File: src/core/pad_state_consts.svh
// Constants for the pad-state controller
`ifndef PAD_STATE_CONSTS_SVH
`define PAD_STATE_CONSTS_SVH
`define PORT_WIDTH      8
`define P1_IN_ONLY_MASK 8'hC0
`define P4_WIDTH        6
`define P4_ABSENT_MASK  8'hC0
`define PIN_RESET_VAL   8'h00
`endif

File: src/core/pad_state_pkg.sv
// Types for the pad-state controller
package pad_state_pkg;
    typedef enum logic [2:0] {
        MODE_RESET,
        MODE_SLEEP,
        MODE_STANDBY,
        MODE_WATCH,
        MODE_SUBACTIVE,
        MODE_ACTIVE
    } power_mode_t;
    typedef enum {
        ST_RESET,
        ST_RUN,
        ST_SLEEP,
        ST_LOWPOWER
    } pad_state_t;
endpackage

File: src/core/pad_ctrl_if.sv
// Shared controls from the sequencer to every port slice
`timescale 1ns/1ps
interface pad_ctrl_if;
    logic run;
    logic hold;
    logic pullup_on;
    modport ctrl (output run, output hold, output pullup_on);
    modport port (input run, input hold, input pullup_on);
endinterface

File: src/core/pad_port_slice.sv
// One 8-bit port: output, enable and pull-up per processing state
`timescale 1ns/1ps
`include "pad_state_consts.svh"
module pad_port_slice (
    // Clock and reset
    input  wire logic       clk,
    input  wire logic       arst_n,
    // Controls
    pad_ctrl_if.port        ctl,
    input  wire logic [7:0] pullup_opt,
    input  wire logic [7:0] input_only,
    // Port registers
    input  wire logic [7:0] port_direction_register,
    input  wire logic [7:0] port_output_register,
    // Pad
    output logic      [7:0] pad_out,
    output logic      [7:0] pad_oe,
    output logic      [7:0] pad_pu
);
    logic [7:0] out_next;
    logic [7:0] oe_next;
    logic [7:0] pu_next;
    always_comb begin
        out_next = pad_out;
        oe_next  = pad_oe;
        pu_next  = ctl.pullup_on ? pullup_opt : 8'h00;
        if (ctl.run) begin
            out_next = port_output_register;
            oe_next  = port_direction_register & ~input_only;
        end else if (ctl.hold) begin
            // Outputs keep their last drive, inputs stay floating
            out_next = pad_out;
            oe_next  = pad_oe;
        end else begin
            out_next = `PIN_RESET_VAL;
            oe_next  = 8'h00;
        end
    end
    always_ff @(posedge clk or negedge arst_n) begin
        if (!arst_n) begin
            pad_out <= `PIN_RESET_VAL;
            pad_oe  <= 8'h00;
            pad_pu  <= 8'h00;
        end else begin
            pad_out <= out_next;
            pad_oe  <= oe_next;
            pad_pu  <= pu_next;
        end
    end
    a_hold_keeps_out: assert property (@(posedge clk) disable iff (!arst_n)
        ctl.hold && !ctl.run |=> pad_out == $past(pad_out) && pad_oe == $past(pad_oe))
        else $error("held pad changed in sleep");
    a_float_lowpower: assert property (@(posedge clk) disable iff (!arst_n)
        !ctl.run && !ctl.hold |=> pad_oe == 8'h00)
        else $error("pad driven in low-power state");
    a_input_only_off: assert property (@(posedge clk) disable iff (!arst_n)
        ctl.run |=> (pad_oe & input_only) == 8'h00)
        else $error("input-only pin driven");
endmodule

File: src/core/pad_state_ctrl.sv
// Pad-state controller for all general-purpose ports
// Behaviour
// - In sleep, output pins keep their last drive and input pins float.
// - After arst_n is released, pins with the pull-up option are pulled up in reset and sleep; in reset the others float.
// - Optioned pull-ups stay on in active and sleep whatever the port registers hold.
// - All optional pull-ups are off in standby, watch and subactive.
// - Peripheral input buffers stay on in low-power states; outside logic fixes their levels.
`timescale 1ns/1ps
`include "pad_state_consts.svh"
module pad_state_ctrl
    import pad_state_pkg::*;
(
    // Clock and reset
    input  wire logic        clk,
    input  wire logic        arst_n,
    // Processing state from the system controller
    input  wire logic [2:0]  power_mode,
    // Fixed pull-up options, bit n of each byte per pin
    input  wire logic [7:0]  pullup_opt_p1,
    input  wire logic [7:0]  pullup_opt_p2,
    input  wire logic [7:0]  pullup_opt_p8,
    input  wire logic [7:0]  pullup_opt_p9,
    input  wire logic [7:0]  pullup_opt_pa,
    // Peripheral input select, one bit per pin of ports 1,2,8,9,A
    input  wire logic [39:0] periph_in_sel,
    // Port registers, ports 1,2,4,8,9,A packed low to high
    input  wire logic [47:0] port_direction_register,
    input  wire logic [47:0] port_output_register,
    // Pads in from the pins
    input  wire logic [7:0]  pad_in_p0,
    // Pads out, ports 1,2,4,8,9,A packed low to high
    output logic      [47:0] pad_out,
    output logic      [47:0] pad_oe,
    output logic      [47:0] pad_pu,
    output logic      [7:0]  pad_in_sync_p0,
    output logic      [39:0] input_buf_en
);
    pad_state_t  state_reg;
    pad_state_t  state_next;
    logic        run_reg;
    logic        hold_reg;
    logic        pu_reg;
    logic        run_next;
    logic        hold_next;
    logic        pu_next;
    logic [7:0]  p0_meta_reg;
    logic [7:0]  p0_meta_next;
    logic [7:0]  p0_sync_next;
    logic [39:0] ibuf_next;
    logic [7:0]  opt [6];
    logic [7:0]  inonly [6];
    pad_ctrl_if  ctl ();

    // Port 4 is open-drain and was built without any pull-up option
    assign opt[0] = pullup_opt_p1;
    assign opt[1] = pullup_opt_p2;
    assign opt[2] = 8'h00;
    assign opt[3] = pullup_opt_p8;
    assign opt[4] = pullup_opt_p9;
    assign opt[5] = pullup_opt_pa;
    // Port 1 pins 7:6 are inputs only; port 4 has no pins 7:6 at all
    assign inonly[0] = `P1_IN_ONLY_MASK;
    assign inonly[1] = 8'h00;
    assign inonly[2] = `P4_ABSENT_MASK;
    assign inonly[3] = 8'h00;
    assign inonly[4] = 8'h00;
    assign inonly[5] = 8'h00;

    always_comb begin
        // Undefined codes fall back to reset so no pin is ever driven by accident
        case (power_mode)
            MODE_RESET:     state_next = ST_RESET;
            MODE_SLEEP:     state_next = ST_SLEEP;
            MODE_ACTIVE:    state_next = ST_RUN;
            MODE_STANDBY,
            MODE_WATCH,
            MODE_SUBACTIVE: state_next = ST_LOWPOWER;
            default:        state_next = ST_RESET;
        endcase
        run_next  = (state_next == ST_RUN);
        hold_next = (state_next == ST_SLEEP);
        // Pull-ups follow the mode only, never the port registers
        pu_next = (state_next != ST_LOWPOWER);
        // Peripheral inputs stay buffered in every state
        ibuf_next = periph_in_sel;
    end

    always_ff @(posedge clk or negedge arst_n) begin
        if (!arst_n) begin
            state_reg      <= ST_RESET;
            run_reg        <= 1'b0;
            hold_reg       <= 1'b0;
            pu_reg         <= 1'b1;
            input_buf_en   <= 40'h00_0000_0000;
        end else begin
            state_reg      <= state_next;
            run_reg        <= run_next;
            hold_reg       <= hold_next;
            pu_reg         <= pu_next;
            input_buf_en   <= ibuf_next;
        end
    end

    // Port 0 pins are asynchronous: two flops before anything reads them
    always_comb begin
        p0_meta_next = pad_in_p0;
        p0_sync_next = p0_meta_reg;
    end

    always_ff @(posedge clk or negedge arst_n) begin
        if (!arst_n) begin
            p0_meta_reg    <= 8'h00;
            pad_in_sync_p0 <= 8'h00;
        end else begin
            p0_meta_reg    <= p0_meta_next;
            pad_in_sync_p0 <= p0_sync_next;
        end
    end

    assign ctl.run       = run_reg;
    assign ctl.hold      = hold_reg;
    assign ctl.pullup_on = pu_reg;

    // Every slice sees the same state controls; only options and masks differ
    genvar g;
    generate
        for (g = 0; g < 6; g++) begin : g_port
            pad_port_slice u_slice (
                .clk                     (clk),
                .arst_n                  (arst_n),
                .ctl                     (ctl.port),
                .pullup_opt              (opt[g]),
                .input_only              (inonly[g]),
                .port_direction_register (port_direction_register[g*8 +: 8]),
                .port_output_register    (port_output_register[g*8 +: 8]),
                .pad_out                 (pad_out[g*8 +: 8]),
                .pad_oe                  (pad_oe[g*8 +: 8]),
                .pad_pu                  (pad_pu[g*8 +: 8])
            );
        end
    endgenerate

    // Pad checks look one edge after state_reg, the latency of the port slices
    a_pu_off_lowpower: assert property (@(posedge clk) disable iff (!arst_n)
        state_reg == ST_LOWPOWER |=> pad_pu == 48'h0)
        else $error("pull-up on in low-power state");

    a_pu_on_active: assert property (@(posedge clk) disable iff (!arst_n)
        state_reg == ST_RUN |=> pad_pu[15:0] == $past({pullup_opt_p2, pullup_opt_p1}))
        else $error("optioned pull-up off in active");

    a_pu_on_sleep: assert property (@(posedge clk) disable iff (!arst_n)
        state_reg == ST_SLEEP |=> pad_pu == $past({pullup_opt_pa, pullup_opt_p9,
        pullup_opt_p8, 8'h00, pullup_opt_p2, pullup_opt_p1}))
        else $error("optioned pull-up off in sleep");

    // The release edge still resets the flops, so the sampled reset gates these
    a_pu_in_reset: assert property (@(posedge clk) disable iff (!arst_n)
        arst_n && state_reg == ST_RESET |=> pad_pu[47:24] == $past({pullup_opt_pa,
        pullup_opt_p9, pullup_opt_p8}))
        else $error("reset pull-up wrong");

    a_reset_float: assert property (@(posedge clk) disable iff (!arst_n)
        state_reg == ST_RESET |=> pad_oe == 48'h0)
        else $error("pad driven in reset");

    a_lowpower_float: assert property (@(posedge clk) disable iff (!arst_n)
        state_reg == ST_LOWPOWER |=> pad_oe == 48'h0)
        else $error("pad driven in low-power state");

    a_lowpower_out: assert property (@(posedge clk) disable iff (!arst_n)
        state_reg == ST_LOWPOWER |=> pad_out == 48'h0)
        else $error("pad output left set in low-power state");

    // Sleep freezes whatever the slices held one edge before
    a_sleep_holds: assert property (@(posedge clk) disable iff (!arst_n)
        state_reg == ST_SLEEP && $past(state_reg) == ST_SLEEP
        |=> $stable(pad_oe) && $stable(pad_out))
        else $error("sleep pads changed");

    a_sleep_no_new_drive: assert property (@(posedge clk) disable iff (!arst_n)
        state_reg == ST_SLEEP |=> (pad_oe & ~$past(pad_oe)) == 48'h0)
        else $error("input pin started driving in sleep");

    a_ibuf_kept: assert property (@(posedge clk) disable iff (!arst_n)
        arst_n |=> input_buf_en == $past(periph_in_sel))
        else $error("peripheral buffer dropped");

    a_p0_two_stage: assert property (@(posedge clk) disable iff (!arst_n)
        arst_n ##2 1'b1 |-> pad_in_sync_p0 == $past(pad_in_p0, 2))
        else $error("port 0 sync wrong");

    a_active_inputs: assert property (@(posedge clk) disable iff (!arst_n)
        state_reg == ST_RUN |=> pad_oe[7:6] == 2'b00)
        else $error("input-only pin driven");

    a_run_drive: assert property (@(posedge clk) disable iff (!arst_n)
        state_reg == ST_RUN |=> pad_oe == ($past(port_direction_register)
        & {24'hFF_FFFF, ~`P4_ABSENT_MASK, 8'hFF, ~`P1_IN_ONLY_MASK}))
        else $error("active pad enable does not follow direction");

    a_run_out: assert property (@(posedge clk) disable iff (!arst_n)
        state_reg == ST_RUN |=> pad_out == $past(port_output_register))
        else $error("active pad output does not follow output register");

    a_mode_decode: assert property (@(posedge clk) disable iff (!arst_n)
        arst_n && power_mode == MODE_ACTIVE |=> state_reg == ST_RUN)
        else $error("active mode not decoded");

    // Main scenarios: sleep entry, any cycle in low power, wake, and exit from reset
    c_sleep: cover property (@(posedge clk) disable iff (!arst_n)
        state_reg == ST_RUN ##1 state_reg == ST_SLEEP);
    c_lowpower: cover property (@(posedge clk) disable iff (!arst_n)
        state_reg == ST_LOWPOWER);
    c_wake: cover property (@(posedge clk) disable iff (!arst_n)
        state_reg == ST_LOWPOWER ##1 state_reg == ST_RUN);
    c_sleep_to_lowpower: cover property (@(posedge clk) disable iff (!arst_n)
        state_reg == ST_SLEEP ##1 state_reg == ST_LOWPOWER);
    c_reset_to_run: cover property (@(posedge clk) disable iff (!arst_n)
        state_reg == ST_RESET ##1 state_reg == ST_RUN);
endmodule

File: config.mk
export PLATFORM = sky130hd
export DESIGN_NAME = pad_state_ctrl
export DESIGN_NICKNAME = d
export VERILOG_FILES = /design/src/core/pad_state_pkg.sv /design/src/core/pad_ctrl_if.sv /design/src/core/pad_port_slice.sv /design/src/core/pad_state_ctrl.sv
export VERILOG_INCLUDE_DIRS = /design/src /design/src/core
export SDC_FILE = /design/constraint.sdc
export NUM_CORES = 1
export LEC_CHECK = 0
export BUFFER_PORTS_ARGS = -buffer_cell sky130_fd_sc_hd__buf_2
export CAP_MARGIN = 20
export CORE_ASPECT_RATIO = 0.5
export CORE_UTILIZATION = 35
export CTS_CLUSTER_DIAMETER = 40
export DETAILED_ROUTE_END_ITERATION = 16
export PLACE_DENSITY = 0.71
export SYNTH_ARGS = -nofsm -noshare
export SYNTH_HDL_FRONTEND = slang
export SYNTH_SLANG_ARGS = --single-unit
File: constraint.sdc
create_clock -name clk -period 1.72 [get_ports clk]
set_input_delay 0.172 -clock clk [delete_from_list [all_inputs] [get_ports clk]]
set_output_delay 0.172 -clock clk [all_outputs]
set_load 0.02 [all_outputs]
Yosys cells after proc, flatten, opt, wreduce, memory -nomap -nowiden
Cells that the tools add are included.

cells by class
  muxes and demuxes = 19
  reductions and logical operators = 1
  equality and inequality tests = 9

operators by type and width
  kind                                                    number
  2-to-1 mux 8 bit                                        18
  equality test 32 x 2 -> 1 bit, second input constant    1
  equality test 32 x 3 -> 1 bit, second input constant    1
  inequality test 32 x 3 -> 1 bit, second input constant  1
  equality test 3 x 2 -> 1 bit, second input constant     2
  equality test 3 bit, second input constant              2
  case mux 2 bit (3 select lines)                         1
  equality test 3 x 1 -> 1 bit, second input constant     1
  OR reduction 3 bit                                      1
  inequality test 2 bit, second input constant            1

word-level totals
  output and inout bits = 192
  bits of input ports = 189
  flip-flop bits (word level) = 195

Longest topological paths before layout
Gate-level depths: netlist of the first run.

  word-level depth = 4
  gate-level depth with buffers = 4

By module
From an unflattened synthesis of the first run, not the netlist that was laid out.

second synthesis, totals
  cell total of the unflattened synthesis = 431
  area, all modules = 6762.7 sq um

modules (own cells, without submodules)
  module          sequential area each (sq um)  area each (sq um)  times used  cells each
  pad_port_slice  600.6                         874.6              6           61
  pad_state_ctrl  1477.7                        1515.2             1           65

Worst setup path before layout of the first run
OpenSTA, ideal clock, no wires.

  kind = register -> register
  start point = reg hold_reg, in the netlist ctl.hold
  end point = reg g_port[0].u_slice.pad_oe[0]
  cell stages (with the launch flop) = 5
  required time = 1599 ps
  path slack = 674 ps
  clock period less this slack = 1046 ps
  path buffers = 2
  arrival = 925 ps
  path through = dfrtp_1 nor2b_2 buf_6 buf_6 a22o_1

between the ends
  longest elaborated chain between the ends = 1

ends and longest elaborated chain
  element                          RTL line              RTL
  from (decl)                      pad_state_ctrl.sv:41  logic hold_reg;
  from (signal assigned)           pad_state_ctrl.sv:98  hold_reg <= hold_next;
  inequality test 2 bit (no line)  n/a
  to (signal assigned)             pad_port_slice.sv:46  pad_oe <= oe_next;
  to (decl)                        pad_port_slice.sv:17  output logic [7:0] pad_oe,

Every way passes these cells.
A chain may end at the register's enable or synchronous reset.

Final worst setup path of the first run
  start point = reg run_reg, in the netlist ctl.run
  end point = reg g_port[2].u_slice.pad_oe[2]

between the ends
  longest elaborated chain between the ends = 1
  elaborated cells on any way between the ends = 2
  classes of those cells = 1 x eq/ne; 1 x mux

ends and longest elaborated chain
  element                                                              RTL line              RTL
  from (decl)                                                          pad_state_ctrl.sv:40  logic run_reg;
  from (signal assigned)                                               pad_state_ctrl.sv:97  run_reg <= run_next;
  inequality test 2 bit (no line) or 2-to-1 mux 8 bit (tied branches)  n/a
  to (signal assigned)                                                 pad_port_slice.sv:46
  to (decl)                                                            pad_port_slice.sv:17

Parallel ways exist; a longest one is shown, timed or not.

==> results.json, run 1 <==
{
  "grt_use_met2_pct": 40.6,
  "ys.flop_type": "dfrtp_1",
  "coreArea_sq_mm": 0.0168,
  "dr.first_iter.drc_count": 210,
  "io_pins": 381,
  "setup_viol": 0,
  "grt_max_degree": 65,
  "reg_top3": "g_port.u_slice.pad_out x48, g_port.u_slice.pad_oe x44",
  "yosysMostFrequentCell": "dfrtp_1",
  "synth-compound-area-share_pct": 13.3,
  "grt_first_pass_wirelength_mm": 30.5,
  "drive_above_1_share_pct": 44.2,
  "start_kind": "flop",
  "synthMuxAreaShare_pct": 0,
  "yosysTopAreaCell": "dfrtp_1",
  "synthSimpleGateAreaFrac_pct": 4.44,
  "overflow": 0,
  "fin_area_sq_mm": 0.0105,
  "floorplan.rows": 33,
  "grtUsageMet3_pct": 4.67,
  "viasPerCell": 4.67,
  "die_w_um": 190,
  "p_leak_uw": 0.00551,
  "port_buffers": 364,
  "die_h_um": 95.9,
  "first_global_vias": 5717,
  "synth_cell_type_count": 17,
  "async_reset_ff_share_pct": 100,
  "cp_slowest_cell": "buf_4",
  "antenna_found_initial": 0,
  "status": "completed",
  "slowest_delay_ns": 0.53,
  "num_antenna_cells": 0,
  "hold_viol": 0,
  "crit_path_max_fanout": 64,
  "grt_use_total_pct": 22.5,
  "seq_area_frac_synth_pct": 77.5,
  "yosysTopAreaCellShare_pct": 77.0,
  "hold_class": "input port to flop",
  "synth_fa_ha_area_share_pct": 0.203,
  "ant_nets": 0,
  "nets": 1101,
  "synth_seq_cells": 191,
  "total_power_uw": 10700,
  "rsz0062_at_grt": "false",
  "worstMarginPinSlew_ns": 0.655,
  "place_congestion": 0.863,
  "num_vias": 5372,
  "largest_register_ffs": 48,
  "synth_top_family_by_area": "compound AO/OA/AOI/OAI gates",
  "path_clk_slew_ns": 0.07,
  "synth_area_sq_mm": 0.00617,
  "htree_levels": 4,
  "syn_to_final_growth_pct": 70.7,
  "irDropWorstVdd_mv": 0.665,
  "synth_edf_count": 0,
  "dr.pass1.iters": 5,
  "post_cts_resized": 0,
  "regMostFlops": "g_port.u_slice.pad_out",
  "clock_sinks": 191,
  "synth_common_cells": "190 x dfrtp_1, 92 x a22o_1, 40 x and2_1",
  "top_usage_layer": "met2",
  "end_kind": "flop",
  "slew_headroom_pct": 56.4,
  "min_period_ns": 1.31,
  "p_per_area_mw_per_mm2": 1020,
  "cts_tree": "built",
  "root_buffer": "clkbuf_16",
  "insertion_delay_ns": 0.41,
  "arrival_ns": 1.65,
  "cp_num_buf_inv": 1,
  "synth_xor_area_share_pct": 0.142,
  "cpLargestDelayFamily": "buffers and inverters",
  "slew_viol_final": 0,
  "tns_ns": 0,
  "max_freq_ghz": 0.762,
  "initial_core_util_pct": 36.7,
  "synth.area.top_cells": "dfrtp_1 77%, a22o_1 13%, and2_1 4.1%",
  "placed_cell_area_sq_mm": 0.00819,
  "clockBufferDepth": 2,
  "drc": 0,
  "post-route-period-util_pct": 76.3,
  "timing.critical_path.cells": "buf_4 -> a22o_1",
  "dpl.hpwl_mm": 13.0,
  "wl_mm": 20.4,
  "routedWlPerCell_um": 17.8,
  "use_met1_pct": 26.3,
  "dieArea_sq_mm": 0.0182,
  "netlist_instances": 370,
  "yosysWarnings": 0,
  "numCtsBuffers": 17,
  "required_ns": 2.06,
  "finClkSkew_ns": 0.0137,
  "cap_viol_max_count": 0,
  "worstSetupPathType": "flop to flop",
  "synth_area_per_cell_sq_um": 16.7
}
## power breakdown
group | total, uW | switching, uW | internal [uW] | leakage, uW
sequential | 4960 | 158 | 4800 | 0.00240
combinational | 1760 | 954 | 803 | 0.00281
clock | 4030 | 1790 | 2240 | 0.000290
total | 10700 | 2900 | 7840 | 0.00551
## timing repair
action	in CTS	in global routing
endpoints found under the hold margin	291	0
buffers inserted	0	0
hold buffers	174	0
## worst paths after layout
kind	from	endpoint	slack, ns	cells after the start
min in group asynchronous	arst_n	g_port[1].u_slice.pad_pu[7]$_DFF_PN0_	0.21	2
worst max-delay path	ctl.run$_DFF_PN0_	g_port[2].u_slice.pad_oe[2]$_DFFE_PN0P_	0.41	2
worst max register to register	ctl.run$_DFF_PN0_	g_port[2].u_slice.pad_oe[2]$_DFFE_PN0P_	0.41	2
worst min register to register	p0_meta_reg[1]$_DFF_PN0_	pad_in_sync_p0[1]$_DFF_PN0_	0.35	0
max in group asynchronous	arst_n	ctl.pullup_on$_DFF_PN1_	0.86	3
worst min-delay path	port_output_register[10]	g_port[1].u_slice.pad_out[2]$_DFFE_PN0P_	0.02	2
## logic make-up after synthesis
| logic type | count (synthesis) |
|---|---|
| flops | 191 |
| simple gates | 43 |
| compound gates | 94 |
| other cells | 1 |
| fa+ha+maj | 1 |
| buf+inv | 39 |
| xor+xnor | 1 |
## per-layer routing
| layer | wire [um] | vias to the layer above |
|---|---|---|
| met5 | 0 | - |
| met4 | 601 | 0 |
| met3 | 755 | 52 |
| met2 | 11200 | 179 |
| met1 | 7890 | 2784 |
| li1 | - | 2357 |
## metrics by stage
step	utilization (%)	hold slack (ns)	cells	setup WS, ns
3_5_place_dp	48.7	0.0821	945	0.456
2_1_floorplan	-	-0.124	381	0.674
5_1_grt	62.7	0.00405	1151	0.354
6_report	62.7	0.0215	1151	0.408
3_3_place_gp	48.7	0.0807	945	0.495
4_1_cts	62.7	0.00146	1151	0.432
## cell type report
type / count / area, sq um
clock buffer: 18 / 439
timing repair buffer: 547 / 3690
multi-input combinational: 151 / 1170
fill: 1265 / 6270
sequential: 191 / 4780
tap: 227 / 284
inverter: 3 / 11.3
clock inverter: 14 / 169
## layout by cell type (no fill, tap or decap), types with 2 or more instances in the layout
master	n
a22o_1	92
and2_1	40
buf_12	4
buf_2	363
buf_4	5
bufinv_16	2
clkbuf_16	17
clkinv_4	2
clkinvlp_4	3
conb_1	12
dfrtp_1	189
dlygate4sd3_1	174
inv_1	3
inv_6	4
inv_8	3
Power figures use the tool's default switching activity.
==> inputs of run 2 (changes only) <==
PLACE_DENSITY = 0.74   (was 0.71)
clock period = 1.2 ns   (was 1.72 ns; I/O delays follow)
==> results.json, run 2 (synthesis results as in run 1) <==
{
  "dieArea_sq_mm": 0.0182,
  "slew_viol_final": 0,
  "post-place-cells": 947,
  "regMostFlops": "g_port.u_slice.pad_out",
  "min_period_ns": 1.16,
  "antenna_found_initial": 0,
  "num_vias": 5371,
  "stdcell_count": 1165,
  "tns_ns": 0,
  "mostFrequentLayoutCells": "363 x buf_2, 189 x dfrtp_1, 183 x dlygate4sd3_1, 92 x a22o_1, 40 x and2_1",
  "place_congestion": 0.874,
  "cap_viol_max_count": 0,
  "grt_max_degree": 93,
  "post-route-period-util_pct": 96.9,
  "drive_above_1_share_pct": 44.0,
  "reg_top3": "g_port.u_slice.pad_out x48, g_port.u_slice.pad_oe x44",
  "required_ns": 1.54,
  "overflow": 0,
  "crit_path_max_fanout": 28,
  "max_freq_ghz": 0.860,
  "total_power_uw": 15400,
  "root_buffer": "clkbuf_16",
  "drc": 0,
  "numCtsBuffers": 17,
  "post-place-ws_ns": -0.0194,
  "clkPwrFrac_pct": 37.1,
  "arrival_ns": 1.50,
  "syn_to_final_growth_pct": 73.6,
  "clock_sinks": 191,
  "path_clk_slew_ns": 0.07,
  "first_global_vias": 5614,
  "worstSetupPathType": "flop to flop",
  "coreArea_sq_mm": 0.0168,
  "n_fill_cell": 1226,
  "cts_tree": "built",
  "initial_core_util_pct": 36.7,
  "p_sw_share_pct": 27.0,
  "mostFrequentLayoutCell": "buf_2",
  "power.share.combinational_pct": 16.8,
  "power_switching_uw": 4160,
  "timing.hold.ws_ns": 0.0272,
  "insertion_delay_ns": 0.41,
  "wl_mm": 20.6,
  "nets": 1114,
  "largest_register_ffs": 48,
  "viasPerCell": 4.61,
  "end_kind": "flop",
  "dr.pass1.iters": 4,
  "floorplan.rows": 33,
  "htree_levels": 4,
  "grt_use_total_pct": 22.2,
  "irDropWorstVdd_mv": 0.864,
  "hold_viol": 0,
  "die_w_um": 190,
  "p_per_area_mw_per_mm2": 1440,
  "routedWlPerCell_um": 17.7,
  "grt_first_pass_wirelength_mm": 30.2,
  "p_leak_uw": 0.00558,
  "io_pins": 381,
  "die_h_um": 95.9,
  "setup_viol": 0,
  "status": "completed",
  "intPower_uw": 11200,
  "finClkSkew_ns": 0.00937,
  "timing.final.ws_setup_ns": 0.0369,
  "hold_class": "input port to flop",
  "start_kind": "flop",
  "clockBufferDepth": 2,
  "port_buffers": 364,
  "dr.first_iter.drc_count": 252,
  "ant_nets": 0,
  "sequentialPowerShare_pct": 46.1,
  "dpl.hpwl_mm": 13.3
}
==> run 2: cell type report <==
type | count | area [sq um] | area share, %
antenna | 1 | 2.50 | 0.0234
clock buffer | 17 | 425 | 3.97
tap | 227 | 284 | 2.65
timing repair buffer | 560 | 3870 | 36.1
inverter | 3 | 11.3 | 0.105
multi-input combinational | 151 | 1170 | 10.9
sequential | 191 | 4780 | 44.6
clock inverter | 15 | 173 | 1.61
==> run 2: what timing repair did <==
action	CTS	global route
setup endpoints to repair	29	72
hold buffers	183	0
gates resized for setup	1	1
setup buffers	0	1
gates cloned	0	1
hold endpoints to repair	374	0
pin swaps	6	0
==> run 2: routing by layer <==
metal	track usage (%)	wire length [um]	up-vias
met5	0	0	-
met4	8.33	394	0
met3	4.99	887	38
met2	39.9	11300	194
met1	26.4	8080	2749
li1	-	-	2390
==> run 2: critical path: stages, from the launching register on <==
cell,delay [ns]
dfrtp_2,0.44
nor2b_4,0.13
buf_12,0.13
buf_8,0.20
a22o_1,0.18
==> run 2: power by group through the flow <==
stage | clock [uW] | sequential, uW | combinational [uW]
after detailed placement | 0 | 7210 | 2080
final | 5710 | 7100 | 2590
after floorplan | 0 | 7730 | 514
after global routing | 6120 | 7140 | 2760
after CTS | 5880 | 7090 | 2560
after global placement | 0 | 7190 | 2030
==> run 2: through the flow <==
stage	instance area, sq um	util (%)
after CTS	10700	63.5
after detailed placement	8230	49.0
after global routing	10700	63.7
final	10700	63.8
after global placement	8230	49.0
after floorplan	6210	-
==> run 2: final timing paths <==
path / startpoint / endpoint / slack, ns / cells after the start
worst max-delay path: ctl.run$_DFF_PN0_ / g_port[5].u_slice.pad_out[6]$_DFFE_PN0P_ / 0.04 / 4
worst min-delay path: power_mode[2] / ctl.hold$_DFF_PN0_ / 0.03 / 3
worst max register to register: ctl.run$_DFF_PN0_ / g_port[5].u_slice.pad_out[6]$_DFFE_PN0P_ / 0.04 / 4
worst min register to register: p0_meta_reg[7]$_DFF_PN0_ / pad_in_sync_p0[7]$_DFF_PN0_ / 0.35 / 0
max in group asynchronous: arst_n / input_buf_en[28]$_DFF_PN0_ / 0.53 / 3
min in group asynchronous: arst_n / g_port[0].u_slice.pad_oe[3]$_DFFE_PN0P_ / 0.13 / 2
==> inputs of run 3 (changes only) <==
CORE_AREA = 2 2 147 149   (was not set)
CORE_ASPECT_RATIO = not set   (was 0.5)
CORE_UTILIZATION = not set   (was 35)
DIE_AREA = 0 0 149 151   (was not set)
PLACE_DENSITY = 0.65   (was 0.74)
==> results.json, run 3 (synthesis results as in run 1) <==
{
  "reg_top3": "g_port.u_slice.pad_out x48, g_port.u_slice.pad_oe x44",
  "irDropWorstVdd_mv": 0.841,
  "antenna_found_initial": 1,
  "worstSetupPathType": "flop to flop",
  "hold_class": "input port to async pin",
  "grt_first_pass_wirelength_mm": 30.2,
  "dpl.hpwl_mm": 12.3,
  "die_w_um": 149,
  "start_kind": "flop",
  "power.share.combinational_pct": 17.1,
  "routedWlPerCell_um": 16.9,
  "htree_levels": 4,
  "placed_cell_area_sq_mm": 0.00830,
  "timing.hold.ws_ns": 0.161,
  "power_switching_uw": 4410,
  "p_per_area_mw_per_mm2": 1410,
  "drc": 0,
  "dieArea_sq_mm": 0.0225,
  "rr_startpoint": "ctl.run$_DFF_PN0_",
  "rsz0062_at_grt": "true",
  "reg2reg_slack_ns": -0.06,
  "port_buffers": 364,
  "fin_area_sq_mm": 0.0109,
  "p_leak_uw": 0.00564,
  "post-route-period-util_pct": 105,
  "mostFrequentLayoutCell": "buf_2",
  "violations": "setup timing",
  "io_pins": 381,
  "initial_core_util_pct": 29.6,
  "timing.final.ws_setup_ns": -0.0591,
  "cp_num_buf_inv": 1,
  "slew_viol_final": 0,
  "setup_viol": 53,
  "root_buffer": "clkbuf_16",
  "r2r-end": "g_port[3].u_slice.pad_oe[7]$_DFFE_PN0P_",
  "hold_viol": 0,
  "end_kind": "flop",
  "finClkSkew_ns": 0.0133,
  "required_ns": 1.57,
  "n_fill_cell": 1712,
  "cpLargestDelayFamily": "flip-flops",
  "intPower_uw": 10900,
  "numCtsBuffers": 17,
  "viasPerCell": 4.33,
  "regMostFlops": "g_port.u_slice.pad_out",
  "dr.pass1.iters": 5,
  "max_freq_ghz": 0.794,
  "cp_slowest_cell": "dfrtp_4",
  "status": "finished, violations left",
  "sequentialPowerShare_pct": 46.0,
  "dr.first_iter.drc_count": 198,
  "drive_above_1_share_pct": 44.4,
  "coreArea_sq_mm": 0.0208,
  "place_congestion": 0.795,
  "overflow": 0,
  "grt_max_degree": 93,
  "min_period_ns": 1.26,
  "floorplan.rows": 53,
  "mostFrequentLayoutCells": "363 x buf_2, 189 x dfrtp_1, 184 x dlygate4sd3_1, 91 x a22o_1, 40 x and2_1",
  "ff2ff_path_depth": 3,
  "cts_tree": "built",
  "timing.critical_path.cells": "nor2b_4 -> buf_4 -> a22o_1",
  "largest_register_ffs": 48,
  "grt_use_total_pct": 17.6,
  "die_h_um": 151,
  "cap_viol_max_count": 0,
  "clock_sinks": 191,
  "ant_nets": 0,
  "first_global_vias": 5575,
  "p_sw_share_pct": 28.7,
  "clkPwrFrac_pct": 36.9,
  "arrival_ns": 1.62,
  "crit_path_max_fanout": 23,
  "path_clk_slew_ns": 0.08,
  "crit_start": "ctl.run$_DFF_PN0_",
  "slowest_delay_ns": 0.51,
  "num_vias": 5288,
  "nets": 1121,
  "insertion_delay_ns": 0.43,
  "wl_mm": 20.6,
  "clockBufferDepth": 2,
  "syn_to_final_growth_pct": 76.4
}
[run 3: power by group through the flow]
stage | Clock (uW) | Sequential [uW] | Combinational, uW
after floorplan | 0 | 7730 | 514
after global placement | 0 | 7170 | 2070
after detailed placement | 0 | 7170 | 2100
after CTS | 5860 | 7050 | 2600
after global routing | 6130 | 7110 | 2800
final | 5670 | 7060 | 2620
[run 3: worst max-delay path by stage]
stage / to / slack [ns] / cells after the start
after global routing: g_port[5].u_slice.pad_out[0]$_DFFE_PN0P_ / -0.09 / 3
after CTS: g_port[0].u_slice.pad_oe[2]$_DFFE_PN0P_ / -0.04 / 3
after floorplan: g_port[0].u_slice.pad_oe[0]$_DFFE_PN0P_ / 0.15 / 4
final: g_port[3].u_slice.pad_oe[7]$_DFFE_PN0P_ / -0.06 / 3
after global placement: g_port[2].u_slice.pad_out[1]$_DFFE_PN0P_ / -0.009 / 3
after detailed placement: g_port[5].u_slice.pad_out[0]$_DFFE_PN0P_ / -0.05 / 3
[run 3: cell type report]
type,instances,area [sq um],share of cell area [%]
flip-flops and latches,191,4780,43.9
repair buffers,567,3970,36.4
multi-input cells,151,1170,10.8
clock buffers,17,425,3.91
well taps,275,344,3.16
clock inverters,15,181,1.67
inverters,3,11.3,0.103
diodes,1,2.50,0.0230
[run 3: worst reg2reg max path, cell delays in order (launching register included)]
cell and delay, ns:
dfrtp_4 0.51, nor2b_4 0.18, buf_4 0.31, a22o_1 0.20
[run 3: what timing repair did]
item	CTS	global route
cloned	1	3
endpoints found under the setup margin	90	90
endpoints found under the hold margin	373	0
gates resized for setup	1	2
pin swaps	9	15
setup buffers	3	0
hold buffers	184	0
[run 3: through the flow]
stage	util (%)	total power, uW	setup WS, ns	setup TNS [ns]	std cells
2_1_floorplan	-	8240	0.154	0	381
3_3_place_gp	39.9	9240	-0.00920	-0.185	996
3_5_place_dp	39.9	9270	-0.0454	-1.34	996
4_1_cts	51.9	15500	-0.0393	-1.58	1216
5_1_grt	52.3	16000	-0.0909	-4.84	1220
6_report	52.3	15300	-0.0591	-1.50	1220
[run 3: metal layers]
| layer | vias to the layer above | share of wire [%] | GRT usage, % |
|---|---|---|---|
| met3 | 38 | 5.7 | 4.82 |
| met2 | 222 | 52 | 30.3 |
| met4 | 0 | 3.0 | 7.57 |
| met1 | 2622 | 40 | 20.6 |
| met5 | - | 0 | 0 |
| li1 | 2406 | - | - |
